$ cat src/rtl/reset_seq_pkg.sv
// Shared constants for the reset release and clock select block.
`default_nettype none
package reset_seq_pkg;
	// Core clock rate in MHz (5 ns period).
	localparam int CLK_MHZ = 200;
	// Power-up timer nominal time with the regulator off, in ms.
	localparam int POWER_UP_TIMER_MS = 64;
	// Power-up timer length in core cycles.
	localparam int POWER_UP_TIMER_CYCLES = POWER_UP_TIMER_MS * CLK_MHZ * 1000;
	// Power-on delay, RC start-up and regulator-on timer defaults in cycles.
	localparam int POR_CYCLES = 400;
	localparam int POWER_UP_TIMER_REG_ON_CYCLES = 16;
	localparam int FRC_CYCLES = 200;
	localparam int LOW_POWER_RC_OSC_CYCLES = 600;
	// Start-up timer counts this many oscillator periods.
	localparam int OST_PERIODS = 1024;
	localparam int OST_WIDTH = 10;
	// Oscillator select codes.
	localparam logic [2:0] OSC_FAST_RC = 3'h0;
	localparam logic [2:0] OSC_FAST_RC_PLL = 3'h1;
	localparam logic [2:0] OSC_PRIMARY = 3'h2;
	localparam logic [2:0] OSC_PRIMARY_PLL = 3'h3;
	localparam logic [2:0] OSC_SECONDARY = 3'h4;
	localparam logic [2:0] OSC_LOW_POWER_RC = 3'h5;
	localparam logic [2:0] OSC_FAST_RC_DIV = 3'h7;
	// Register addresses.
	localparam logic [2:0] ADDR_CAUSE = 3'h0;
	localparam logic [2:0] ADDR_OSC = 3'h1;
	localparam logic [2:0] ADDR_RTC_CAL = 3'h2;
	localparam logic [2:0] ADDR_NVM = 3'h3;
	localparam logic [2:0] ADDR_IRQ_STATUS = 3'h4;
	localparam logic [2:0] ADDR_IRQ_MASK = 3'h5;
	localparam logic [2:0] ADDR_STATE = 3'h6;
	// Reset-cause bit positions and power-on value.
	localparam int CAUSE_POR = 0;
	localparam int CAUSE_BOR = 1;
	localparam int CAUSE_WDT = 4;
	localparam int CAUSE_SW = 6;
	localparam int CAUSE_PIN = 7;
	localparam logic [15:0] CAUSE_POR_VALUE = 16'h0003;
	// Oscillator control fields: current select and new select.
	localparam int OSC_CUR_LSB = 12;
	localparam int OSC_NEW_LSB = 8;
	// Interrupt event bit positions.
	localparam int EV_RESET_DONE = 0;
	localparam int EV_CLOCK_DONE = 1;
	localparam int EV_CLOCK_FAIL = 2;
	// Kind of the last reset, which picks the release delay.
	typedef enum logic [1:0] {KIND_OTHER, KIND_BROWN_OUT, KIND_POWER_ON} reset_kind_type;
endpackage
`default_nettype wire

$ cat src/rtl/reset_release_clock_select.sv
// Reset release sequencer with reset-time clock selection and code-run gate.
// Summary of operation
// - Switching on: power resets use config, others current
// - Switching off: always use oscillator configuration
// - Hold reset until power-on and power-up delays
// - Power-on both delays, brown-out timer only
// - Power-up timer nominally 64 ms, regulator off
// - Crystal start-up counts 1024 oscillator periods
// - Clock waits run alongside reset delays
// - Clock delay chosen by source type
// - Two-speed start uses fast RC timing
// - No code runs before clock released
// - Fail monitor starts at reset release
// - No clock: switch fast RC, raise trap
// - Other registers share one reset value
// - Reset-cause value depends on reset type
// - Oscillator control reset depends type, config
// - Calibration, memory control reset only power-on
// - Any reset source asserts system reset
// - Power-on leaves only brown-out, power-on flags
//
// Local design decisions: the address map and strobed register access.
`default_nettype none
module reset_release_clock_select #(
	parameter int POR_CYCLES = reset_seq_pkg::POR_CYCLES,
	parameter int POWER_UP_TIMER_CYCLES = reset_seq_pkg::POWER_UP_TIMER_CYCLES,
	parameter int POWER_UP_TIMER_REG_ON_CYCLES = reset_seq_pkg::POWER_UP_TIMER_REG_ON_CYCLES,
	parameter int FRC_CYCLES = reset_seq_pkg::FRC_CYCLES,
	parameter int LOW_POWER_RC_OSC_CYCLES = reset_seq_pkg::LOW_POWER_RC_OSC_CYCLES
) (
	// Clock and power-on reset.
	input  wire logic        core_clk,
	input  wire logic        rst,
	// Reset sources, high while active.
	input  wire logic        brown_out_reset,
	input  wire logic        pin_reset,
	input  wire logic        watchdog_timeout_reset,
	input  wire logic        software_reset,
	// Configuration bits.
	input  wire logic        clk_switch_en,
	input  wire logic        two_speed_en,
	input  wire logic        fail_monitor_en,
	input  wire logic        regulator_enable_pin,
	input  wire logic        primary_is_crystal,
	input  wire logic [2:0]  new_osc_select_cfg,
	// Oscillator status.
	input  wire logic        osc_period_tick,
	input  wire logic        pll_locked,
	input  wire logic        osc_valid,
	// Register port.
	input  wire logic [2:0]  reg_addr,
	input  wire logic [15:0] reg_wdata,
	input  wire logic        reg_wr,
	input  wire logic        reg_rd,
	output logic      [15:0] reg_rdata,
	// Results.
	output logic             system_reset_signal,
	output logic             clock_released,
	output logic             cpu_run,
	output logic             monitor_active,
	output logic             fail_trap,
	output logic      [2:0]  current_osc_select,
	output logic             irq
);
	// Refuse delays the counters cannot hold.
	if (POR_CYCLES < 1 || POWER_UP_TIMER_CYCLES < 1 || POWER_UP_TIMER_REG_ON_CYCLES < 1 || FRC_CYCLES < 1 ||
		LOW_POWER_RC_OSC_CYCLES < 1) begin : g_bad_param
		$error("All delay counts must be at least one cycle.");
	end

	typedef enum logic [1:0] {SEQ_HOLD, SEQ_POR, SEQ_POWER_UP_TIMER, SEQ_RUN} seq_state_type;
	typedef enum logic [2:0] {CK_IDLE, CK_RC, CK_OST, CK_LOCK, CK_READY} ck_state_type;

	// Reset sequencer state and delay counter.
	seq_state_type               seq_reg, seq_next;
	reset_seq_pkg::reset_kind_type kind_reg, kind_next;
	logic [31:0]                 dly_reg, dly_next;
	// Clock release state, RC counter and start-up timer.
	ck_state_type                ck_reg, ck_next;
	logic [31:0]                 rc_reg, rc_next;
	logic [reset_seq_pkg::OST_WIDTH-1:0] ost_reg, ost_next;
	logic                        need_ost_reg, need_ost_next;
	logic                        need_lock_reg, need_lock_next;
	// Registers visible to software.
	logic [15:0]                 cause_reg, cause_next;
	logic [15:0]                 osc_control_reg, osc_control_next;
	logic [15:0]                 rtc_calibration_reg, rtc_calibration_next;
	logic [15:0]                 nvm_control_reg, nvm_control_next;
	logic [2:0]                  irq_status_reg, irq_status_next;
	logic [2:0]                  irq_mask_reg, irq_mask_next;
	logic                        monitor_reg, monitor_next;
	logic                        trap_reg, trap_next;
	logic [15:0]                 rdata_next;
	// Helper terms.
	logic                        src_any;
	logic                        leave_hold;
	logic [31:0]                 power_up_timer_len;
	logic [2:0]                  sel_osc;
	logic [2:0]                  eff_osc;
	logic                        release_now;
	logic                        clock_fail;

	assign src_any = brown_out_reset | pin_reset | watchdog_timeout_reset | software_reset;
	assign system_reset_signal = src_any | (seq_reg != SEQ_RUN);
	assign leave_hold = (seq_reg == SEQ_HOLD) && !src_any;
	assign power_up_timer_len = regulator_enable_pin ? 32'(POWER_UP_TIMER_REG_ON_CYCLES) : 32'(POWER_UP_TIMER_CYCLES);
	assign release_now = system_reset_signal && !src_any && (seq_next == SEQ_RUN);
	assign clock_released = (ck_reg == CK_READY);
	// code runs only once clock and reset allow
	assign cpu_run = clock_released && !system_reset_signal;
	assign monitor_active = monitor_reg;
	assign fail_trap = trap_reg;
	assign current_osc_select = osc_control_reg[reset_seq_pkg::OSC_CUR_LSB +: 3];
	assign irq = |(irq_status_reg & irq_mask_reg);
	assign clock_fail = fail_monitor_en && !osc_valid && !trap_reg &&
		(release_now || (monitor_reg && current_osc_select != reset_seq_pkg::OSC_FAST_RC));

	// Clock source chosen as the reset hold ends.
	always_comb begin
		// with switching on, power resets reload config, others keep current
		if (clk_switch_en && kind_reg == reset_seq_pkg::KIND_OTHER) begin
			sel_osc = current_osc_select;
		end else begin
			// configuration always wins when switching is off
			sel_osc = new_osc_select_cfg;
		end
		// two-speed start runs from fast RC first
		if (two_speed_en && (sel_osc == reset_seq_pkg::OSC_PRIMARY ||
			sel_osc == reset_seq_pkg::OSC_PRIMARY_PLL ||
			sel_osc == reset_seq_pkg::OSC_SECONDARY)) begin
			eff_osc = reset_seq_pkg::OSC_FAST_RC;
		end else begin
			eff_osc = sel_osc;
		end
	end

	// Reset sequencer next state.
	always_comb begin
		seq_next = seq_reg;
		kind_next = kind_reg;
		dly_next = dly_reg;
		if (src_any) begin
			// A brown-out outranks the softer sources for the delay choice.
			seq_next = SEQ_HOLD;
			dly_next = 32'h0;
			if (brown_out_reset && kind_reg != reset_seq_pkg::KIND_POWER_ON) begin
				kind_next = reset_seq_pkg::KIND_BROWN_OUT;
			end
		end else begin
			unique case (seq_reg)
				SEQ_HOLD: begin
					// pick the delay from the reset kind
					if (kind_reg == reset_seq_pkg::KIND_POWER_ON) begin
						seq_next = SEQ_POR;
					end else if (kind_reg == reset_seq_pkg::KIND_BROWN_OUT) begin
						seq_next = SEQ_POWER_UP_TIMER;
					end else begin
						seq_next = SEQ_RUN;
					end
				end
				SEQ_POR: begin
					if (dly_reg == 32'(POR_CYCLES - 1)) begin
						seq_next = SEQ_POWER_UP_TIMER;
						dly_next = 32'h0;
					end else begin
						dly_next = dly_reg + 32'h1;
					end
				end
				SEQ_POWER_UP_TIMER: begin
					// release only after the power-up timer
					if (dly_reg == power_up_timer_len - 32'h1) begin
						seq_next = SEQ_RUN;
					end else begin
						dly_next = dly_reg + 32'h1;
					end
				end
				SEQ_RUN: begin
					kind_next = reset_seq_pkg::KIND_OTHER;
				end
			endcase
		end
	end

	// Reset sequencer registers.
	always_ff @(posedge core_clk or posedge rst) begin
		if (rst) begin
			seq_reg <= SEQ_HOLD;
			kind_reg <= reset_seq_pkg::KIND_POWER_ON;
			dly_reg <= 32'h0;
		end else begin
			seq_reg <= seq_next;
			kind_reg <= kind_next;
			dly_reg <= dly_next;
		end
	end

	// Clock release next state.
	always_comb begin
		ck_next = ck_reg;
		rc_next = rc_reg;
		ost_next = ost_reg;
		need_ost_next = need_ost_reg;
		need_lock_next = need_lock_reg;
		if (src_any) begin
			ck_next = CK_IDLE;
		end else begin
			unique case (ck_reg)
				CK_IDLE: begin
					// start with the reset delay, not after it
					if (leave_hold) begin
						rc_next = 32'h0;
						ost_next = '0;
						need_ost_next = (eff_osc == reset_seq_pkg::OSC_SECONDARY) ||
							(primary_is_crystal && (eff_osc == reset_seq_pkg::OSC_PRIMARY ||
							eff_osc == reset_seq_pkg::OSC_PRIMARY_PLL));
						need_lock_next = (eff_osc == reset_seq_pkg::OSC_FAST_RC_PLL) ||
							(eff_osc == reset_seq_pkg::OSC_PRIMARY_PLL);
						if (eff_osc == reset_seq_pkg::OSC_PRIMARY_PLL && primary_is_crystal &&
							kind_reg == reset_seq_pkg::KIND_BROWN_OUT) begin
							// After brown-out a crystal PLL waits on fast RC, not the crystal.
							need_ost_next = 1'b0;
							ck_next = CK_RC;
						end else if (eff_osc == reset_seq_pkg::OSC_FAST_RC ||
							eff_osc == reset_seq_pkg::OSC_FAST_RC_PLL ||
							eff_osc == reset_seq_pkg::OSC_FAST_RC_DIV ||
							eff_osc == reset_seq_pkg::OSC_LOW_POWER_RC) begin
							ck_next = CK_RC;
						end else if (need_ost_next) begin
							ck_next = CK_OST;
						end else if (need_lock_next) begin
							ck_next = CK_LOCK;
						end else begin
							ck_next = CK_READY;
						end
					end
				end
				CK_RC: begin
					// RC start-up time, low-power RC being the slower one.
					if (rc_reg == ((eff_osc == reset_seq_pkg::OSC_LOW_POWER_RC) ?
						32'(LOW_POWER_RC_OSC_CYCLES - 1) : 32'(FRC_CYCLES - 1))) begin
						ck_next = need_lock_reg ? CK_LOCK : CK_READY;
					end else begin
						rc_next = rc_reg + 32'h1;
					end
				end
				CK_OST: begin
					if (osc_period_tick) begin
						ost_next = ost_reg + 1'b1;
						if (ost_reg == reset_seq_pkg::OST_WIDTH'(reset_seq_pkg::OST_PERIODS - 1)) begin
							ck_next = need_lock_reg ? CK_LOCK : CK_READY;
						end
					end
				end
				CK_LOCK: begin
					if (pll_locked) begin
						ck_next = CK_READY;
					end
				end
				CK_READY: begin
					ck_next = CK_READY;
				end
				default: begin
					ck_next = CK_IDLE;
				end
			endcase
		end
	end

	// Clock release registers.
	always_ff @(posedge core_clk or posedge rst) begin
		if (rst) begin
			ck_reg <= CK_IDLE;
			rc_reg <= 32'h0;
			ost_reg <= '0;
			need_ost_reg <= 1'b0;
			need_lock_reg <= 1'b0;
		end else begin
			ck_reg <= ck_next;
			rc_reg <= rc_next;
			ost_reg <= ost_next;
			need_ost_reg <= need_ost_next;
			need_lock_reg <= need_lock_next;
		end
	end

	// Software registers, monitor and events.
	always_comb begin
		cause_next = cause_reg;
		osc_control_next = osc_control_reg;
		rtc_calibration_next = rtc_calibration_reg;
		nvm_control_next = nvm_control_reg;
		irq_status_next = irq_status_reg;
		irq_mask_next = irq_mask_reg;
		monitor_next = monitor_reg;
		trap_next = 1'b0;
		rdata_next = 16'h0000;
		if (reg_wr) begin
			unique case (reg_addr)
				reset_seq_pkg::ADDR_CAUSE: cause_next = reg_wdata;
				reset_seq_pkg::ADDR_OSC: osc_control_next[reset_seq_pkg::OSC_NEW_LSB +: 3] =
					reg_wdata[reset_seq_pkg::OSC_NEW_LSB +: 3];
				reset_seq_pkg::ADDR_RTC_CAL: rtc_calibration_next = reg_wdata;
				reset_seq_pkg::ADDR_NVM: nvm_control_next = reg_wdata;
				reset_seq_pkg::ADDR_IRQ_STATUS: irq_status_next = irq_status_reg & ~reg_wdata[2:0];
				reset_seq_pkg::ADDR_IRQ_MASK: irq_mask_next = reg_wdata[2:0];
				default: begin
				end
			endcase
		end
		if (reg_rd) begin
			unique case (reg_addr)
				reset_seq_pkg::ADDR_CAUSE: rdata_next = cause_reg;
				reset_seq_pkg::ADDR_OSC: rdata_next = osc_control_reg;
				reset_seq_pkg::ADDR_RTC_CAL: rdata_next = rtc_calibration_reg;
				reset_seq_pkg::ADDR_NVM: rdata_next = nvm_control_reg;
				reset_seq_pkg::ADDR_IRQ_STATUS: rdata_next = {13'h0000, irq_status_reg};
				reset_seq_pkg::ADDR_IRQ_MASK: rdata_next = {13'h0000, irq_mask_reg};
				reset_seq_pkg::ADDR_STATE: rdata_next = {11'h000, trap_reg, monitor_reg,
					cpu_run, clock_released, system_reset_signal};
				default: rdata_next = 16'h0000;
			endcase
		end
		// hardware sets the flag of each reset, over software
		if (brown_out_reset) cause_next[reset_seq_pkg::CAUSE_BOR] = 1'b1;
		if (pin_reset) cause_next[reset_seq_pkg::CAUSE_PIN] = 1'b1;
		if (watchdog_timeout_reset) cause_next[reset_seq_pkg::CAUSE_WDT] = 1'b1;
		if (software_reset) cause_next[reset_seq_pkg::CAUSE_SW] = 1'b1;
		// current select loaded as the reset hold ends
		if (leave_hold) begin
			osc_control_next[reset_seq_pkg::OSC_CUR_LSB +: 3] = eff_osc;
			if (kind_reg != reset_seq_pkg::KIND_OTHER) begin
				osc_control_next[reset_seq_pkg::OSC_NEW_LSB +: 3] = new_osc_select_cfg;
			end
		end
		// monitor starts as the system reset drops
		if (release_now && fail_monitor_en) begin
			monitor_next = 1'b1;
		end
		// no valid clock: fall back to fast RC and trap
		if (clock_fail) begin
			osc_control_next[reset_seq_pkg::OSC_CUR_LSB +: 3] = reset_seq_pkg::OSC_FAST_RC;
			trap_next = 1'b1;
		end
		// Events set after a clear in the same cycle, so none is lost.
		if (release_now) irq_status_next[reset_seq_pkg::EV_RESET_DONE] = 1'b1;
		if (ck_next == CK_READY && ck_reg != CK_READY) begin
			irq_status_next[reset_seq_pkg::EV_CLOCK_DONE] = 1'b1;
		end
		if (clock_fail) irq_status_next[reset_seq_pkg::EV_CLOCK_FAIL] = 1'b1;
		// ordinary registers take one value on any reset
		if (src_any) begin
			irq_status_next = 3'h0;
			irq_mask_next = 3'h0;
			monitor_next = 1'b0;
			osc_control_next[reset_seq_pkg::OSC_NEW_LSB +: 3] = 3'h0;
		end
	end

	// Software registers; calibration and memory control clear on power-on only.
	always_ff @(posedge core_clk or posedge rst) begin
		if (rst) begin
			// power-on leaves only two flags set
			cause_reg <= reset_seq_pkg::CAUSE_POR_VALUE;
			osc_control_reg <= 16'h0000;
			rtc_calibration_reg <= 16'h0000;
			nvm_control_reg <= 16'h0000;
			irq_status_reg <= 3'h0;
			irq_mask_reg <= 3'h0;
			monitor_reg <= 1'b0;
			trap_reg <= 1'b0;
			reg_rdata <= 16'h0000;
		end else begin
			cause_reg <= cause_next;
			osc_control_reg <= osc_control_next;
			rtc_calibration_reg <= rtc_calibration_next;
			nvm_control_reg <= nvm_control_next;
			irq_status_reg <= irq_status_next;
			irq_mask_reg <= irq_mask_next;
			monitor_reg <= monitor_next;
			trap_reg <= trap_next;
			reg_rdata <= rdata_next;
		end
	end
endmodule
`default_nettype wire

$ cat config.mk
export PLATFORM = sky130hd
export DESIGN_NAME = reset_release_clock_select
export DESIGN_NICKNAME = d
export VERILOG_FILES = /design/src/rtl/reset_seq_pkg.sv /design/src/rtl/reset_release_clock_select.sv
export SDC_FILE = /design/constraint.sdc
export NUM_CORES = 1
export LEC_CHECK = 0
export BUFFER_PORTS_ARGS = -buffer_cell sky130_fd_sc_hd__buf_2
export CAP_MARGIN = 0
export CORE_AREA = 2 2 128 130
export CTS_BUF_LIST = sky130_fd_sc_hd__clkbuf_16
export DETAILED_ROUTE_END_ITERATION = 7
export DIE_AREA = 0 0 130 132
export PLACE_DENSITY_LB_ADDON = 0.15
export SETUP_SLACK_MARGIN = 0.05
export SYNTH_ARGS = -nofsm -noshare
export SYNTH_HDL_FRONTEND = slang
export SYNTH_SLANG_ARGS = --single-unit
export TNS_END_PERCENT = 1
$ cat constraint.sdc
create_clock -name core_clk -period 4.1 [get_ports core_clk]
set_input_delay 0 -clock core_clk [delete_from_list [all_inputs] [get_ports core_clk]]
set_output_delay 0 -clock core_clk [all_outputs]
set_load 0.05 [all_outputs]
After elaboration in Yosys (flattened, before gate mapping)
Cells that the tools add are included.

word-level totals
  register bits after elaboration = 160
  logic and storage cells = 210

operators by class
  add/sub/neg operators = 4
  eq/ne operators = 38
  mux-type cells = 62
  bitwise logic cells = 8
  reduce and logical (&&, ||, !) cells = 75

operators with widths
  cell                                                                  count
  32-bit 2-to-1 mux                                                     5
  32-bit case mux with 2 select lines                                   2
  16-bit case mux with 7 select lines                                   1
  3-bit 2-to-1 mux                                                      26
  32-bit by 1-bit adder with 32-bit output, second input constant       2
  32-bit by 10-bit == test with 1-bit output                            1
  32-bit == test                                                        1
  32-bit by 9-bit == test with 1-bit output, second input constant      1
  2-bit nonzero test                                                    16
  10-bit 2-to-1 mux                                                     3
  3-bit == test, second input constant                                  9
  2-bit AND reduction                                                   13
  24-bit by 1-bit subtractor with 25-bit output, second input constant  1
  3-bit by 2-bit == test with 1-bit output, second input constant       8
  24-bit 2-to-1 mux                                                     1
  3-bit nonzero test                                                    8
  10-bit case mux with 2 select lines                                   1
  1-bit logical AND                                                     16
  16-bit 2-to-1 mux                                                     1
  8-bit 2-to-1 mux                                                      2
  3-bit case mux with 5 select lines                                    1
  2-bit 2-to-1 mux                                                      7
  1-bit 2-to-1 mux                                                      11
  10-bit by 1-bit adder with 10-bit output, second input constant       1
  19 further kinds                                                      49

Longest topological paths before layout
  word-level depth = 22
  gate-level depth with buffers = 9
  depth with buffers taken out = 7

Worst setup path after synthesis
Ideal clock, no wire load.

  kind = register -> register
  from = register ck_reg[2]
  to = register reg_rdata[2]
  library setup time = 0.072 ns
  arrival time = 2.881 ns
  required time = 4.028 ns
  setup slack = 1.146 ns
  cell stages (with the launch flop) = 8
  cell sequence = dfrtp_1 > clkbuf_1 > inv_1 > nor3_1 > and2_1 > a22o_1 > a221oi_1 > nor2_1

on the way
  word-level cells in the longest chain between the ends = 4

ends and longest elaborated chain
  element                              line                               text
  from (decl)                          reset_release_clock_select.sv:79   ck_state_type ck_reg, ck_next;
  from (signal assigned)               reset_release_clock_select.sv:278  ck_reg <= ck_next;
  3-bit == test                        reset_release_clock_select.sv:108  assign clock_released = (ck_reg == CK_READY);
  named net clock_released             reset_release_clock_select.sv:58   output logic clock_released,
  1-bit logical AND                    reset_release_clock_select.sv:110  assign cpu_run = clock_released && !system_reset_signal;
  named net cpu_run                    reset_release_clock_select.sv:59   output logic cpu_run,
  16-bit case mux with 7 select lines  reset_release_clock_select.sv:311  unique case (reg_addr)
  16-bit 2-to-1 mux                    reset_release_clock_select.sv:310  if (reg_rd) begin
  named net rdata_next[2]              reset_release_clock_select.sv:93   logic [15:0] rdata_next;
  to (signal assigned)                 reset_release_clock_select.sv:381  reg_rdata <= rdata_next;
  to (decl)                            reset_release_clock_select.sv:55   output logic [15:0] reg_rdata,

The timed path passes the listed nets, and every way through them passes these cells.
A chain may end at the register's enable or synchronous reset.

Worst setup path after layout
  from = input software_reset
  to = register dly_reg[0]

on the way
  word-level cells in the longest chain between the ends = 3

ends and longest elaborated chain
  element                                                                       line                               text
  from (decl)                                                                   reset_release_clock_select.sv:38   input wire logic software_reset,
  1-bit OR (*)                                                                  reset_release_clock_select.sv:103  assign src_any = brown_out_reset | pin_reset | watchdog_timeout_reset | software_reset;
  3-bit inequality test (no line) / 3-bit nonzero test (equally long branches)  --
  2-bit AND reduction (no line)                                                 --
  to (signal assigned)                                                          reset_release_clock_select.sv:193  dly_reg <= dly_next;
  to (decl)                                                                     reset_release_clock_select.sv:77   logic [31:0] dly_reg, dly_next;

Every way passes the cells marked *; elsewhere a longest branch is shown, timed or not.

==> summary.md <==
| Metric | Value |
|---|---|
| Total power | 3810 uW |
| Layout cell share with drive strength beyond 1 | 19.9% |
| R2r setup slk | 1.34 ns |
| Worst hold path startpoint | reg_wr |
| Hold path endpoint | cause_reg[1] |
| Vias per cell | 6.00 |
| DIE HEIGHT | 132 um |
| Startpoint Class | input port |
| Kind of cell adding the most delay to the critical path | compound AO/OA/AOI/OAI gates |
| Vias | 6875 |
| Root buf cell | clkbuf_16 |
| Area occupied by multi-input gates | 4180 um^2 |
| Most common cell after layout, fill and taps aside | dfrtp_1 |
| Syn Area/Cell | 9.96 um^2 |
| Mux share of post-synthesis cell area | 8.52% |
| Async SR Flop Fraction | 100% |
| Adder-Cell Fraction of Synth Area | 0.440% |
| Synth unique cells | 72 |
| Initial antenna violation count | 0 |
| Fill cells | 1275 |
| EDFF count, synth | 0 |
| Die area | 17200 um^2 |
| Yosys top cell by area | dfrtp_1 |
| Yosys top cell area share | 46.0% |
| Synth-to-layout area growth | 14.9% |
| Simple-Gate Fraction of Synth Area | 22.9% |
| Largest net degree at the start of global routing | 97 |
| Syn nets | 898 |
| Fin. max-slew vios | 0 |
| Core ar. | 15700 um^2 |
| Cts bufs inserted | 17 |
| Mean routed wirelength per cell | 17.2 um |
| Htree depth | 4 |
| Mapped Area | 8530 um^2 |
| CP max stage cell | or4_1 |
| Crit path DAT | 3.33 ns |
| Antenna-violating nets left | 0 |
| Req. time, crit path | 4.47 ns |
| DRT iter0 DRCs | 440 |
| Tot GR Track Use | 24.1% |
| DRC Markers | 0 |
| FP Rows | 46 |
| RSZ-0062 raised after global routing | false |
| RR Startpoint | dly_reg[0] |
| DRT Pass-1 Iters | 5 |
| Post-CTS setup buffers | 0 |
| Clk_lat worst skew | 0.43 ns |
| Die extent in x | 130 um |
| Finished Layout Cells | 1146 |
| Worst-Margin Slew | 1.01 ns |
| Seq cells post-synth | 160 |
| DP Wirelength | 13300 um |
| Remaining global-route overflow | 0 |
| CP peak stage delay | 0.90 ns |
| Critical Path Sink Type | flop |
| Most used DFF post-synth | dfrtp_1 |
| Worst R2R End | dly_reg[0] |
| Port-buffer cells | 62 |
| Power Dens Cells | 389 nW/um^2 |
| Clock sink count | 160 |
| Routed WL | 19800 um |
| Synth Area in XOR/XNOR | 3.39% |
| GPL Wtd Cong | 0.876 |
| CTS clk-pin slew, worst paths | 0.07 ns |
| Worst path bufs/invs | 2 |
| # nets final | 958 |
| Largest family of logic cells by synthesized area | simple AND/OR/NAND/NOR gates |
| Slew Limit Headroom | 32.0% |
| Ys Warns | 0 |
| Diodes inserted | 0 |
| Lkg Pwr | 0.00419 uW |
| Hold path depth | 3 |
| R2R depth | 7 |
| CTS Buffer Depth | 2 |
| Maximum VDD drop | 0.000314 V |
| Total of max-cap violations | 0 |
| Dominant cells by area after synthesis | dfrtp_1, mux2_2, nor2_1 |
| FMAX | 337 MHz |
| Final setup vio count | 0 |
| Endpoints failing hold | 0 |
| Most frequent cells in the layout | dfrtp_1, nor2_1, buf_2 |
| First-pass GRT wire length | 33500 um |
| Post-synthesis compound-gate area fraction | 13.7% |
| Initial Util | 54.3% |
| CTS tree | built |
| Num ports | 63 |
| Fin crit share | 72.3% |
| Worst-path fanout max | 18 |
| Critical path type | in -> reg |
| Minimum clock period | 2.97 ns |
| Worst-path cell chain | dlygate4sd3_1 -> buf_2 -> or4_1 -> a21oi_1 -> a21boi_1 -> mux2_2 |
| Min-delay worst type | in -> reg |
| Vias in the first global route | 6805 |
| Synthesized instance count | 857 |
| Worst-case clock skew | 0.00711 ns |
| Sequential share of the synthesized area | 47.0% |
| Flip-flop and latch area | 4010 um^2 |
| Fin Setup TNS | 0 ns |
| Placed cells | 1083 |
| Status | finished, final reports clean |
where the power goes:
part | internal, uW | switching (uW) | total, uW | leakage (uW)
sequential | 1710 | 90.2 | 1800 | 0.00211
clock | 820 | 752 | 1570 | 0.000290
combinational | 197 | 246 | 444 | 0.00179
through the flow:
stage                     hold WS, ns  setup WS (ns)  area (um^2)  utilization, %
final                          0.0535           1.13         9800            62.4
after global placement          0.156           1.32         8900            56.6
after CTS                      0.0302           1.17         9800            62.4
after detailed placement        0.161           1.27         8900            56.6
after global routing           0.0967          0.984         9800            62.4
after floorplan                0.0576           1.15         8540               -
what timing repair did:
action                                 in CTS  in global routing
gates resized for setup                     0                  0
endpoints found under the hold margin     101                  0
hold buffers                               31                  0
logic make-up after synthesis:
| group | after synthesis |
|---|---|
| AO/OA/AOI/OAI | 160 |
| XOR/XNOR | 33 |
| adder cells (fa/ha/maj) | 3 |
| buffers and inverters | 78 |
| flip-flops | 160 |
| multiplexers | 65 |
| AND/OR/NAND/NOR | 358 |
worst reg2reg max path, cell delays in order, from the launching register on:
cell and delay, ns:
dfrtp_1 0.42, ha_1 0.25, and3_1 0.24, nand3_1 0.11, nor4_2 0.08, a21oi_1 0.48, a21boi_1 0.82, mux2_2 0.29
worst max-delay path by stage:
stage | start | end | slack [ns] | depth (start not counted)
6_report | software_reset | dly_reg[0] | 1.13 | 6
5_1_grt | software_reset | dly_reg[0] | 0.98 | 6
4_1_cts | software_reset | dly_reg[0] | 1.17 | 6
3_5_place_dp | software_reset | dly_reg[0] | 1.27 | 5
3_3_place_gp | software_reset | dly_reg[0] | 1.32 | 5
2_1_floorplan | ck_reg[2] | reg_rdata[2] | 1.15 | 7
per-layer routing:
| layer | vias up | routed length, um | GRT usage [%] |
|---|---|---|---|
| met3 | 24 | 832 | 4.38 |
| met4 | 0 | 240 | 7.11 |
| met2 | 180 | 9990 | 39.5 |
| met5 | - | 0 | 0 |
| met1 | 3416 | 8700 | 32.6 |
| li1 | 3255 | - | - |
Yosys cell counts, drive strengths merged (4+ instances only):
library cell	count
a211o	5
a211oi	6
a21oi	39
a221o	9
a221oi	7
a22o	5
a22oi	18
and2	5
and3	21
and3b	4
buf	25
clkbuf	31
dfrtp	157
inv	22
mux2	51
mux2i	13
nand2	57
nand3	30
nand3b	7
nand4	20
nand4b	5
nor2	98
nor2b	12
nor3	28
nor4	20
o2111ai	4
o211ai	6
o21ai	28
o31ai	6
or2	5
or3	22
or4	12
xnor2	28
xor2	5
area by class of cell:
cell class                 instances  area share (%)
timing repair buffer              97            6.77
tap                              216            2.76
inverter                          22           0.881
clock inverter                    15            1.67
sequential                       160            40.9
multi-input combinational        619            42.7
clock buffer                      17            4.34
Note: power is estimated with default switching activity, not from simulation.
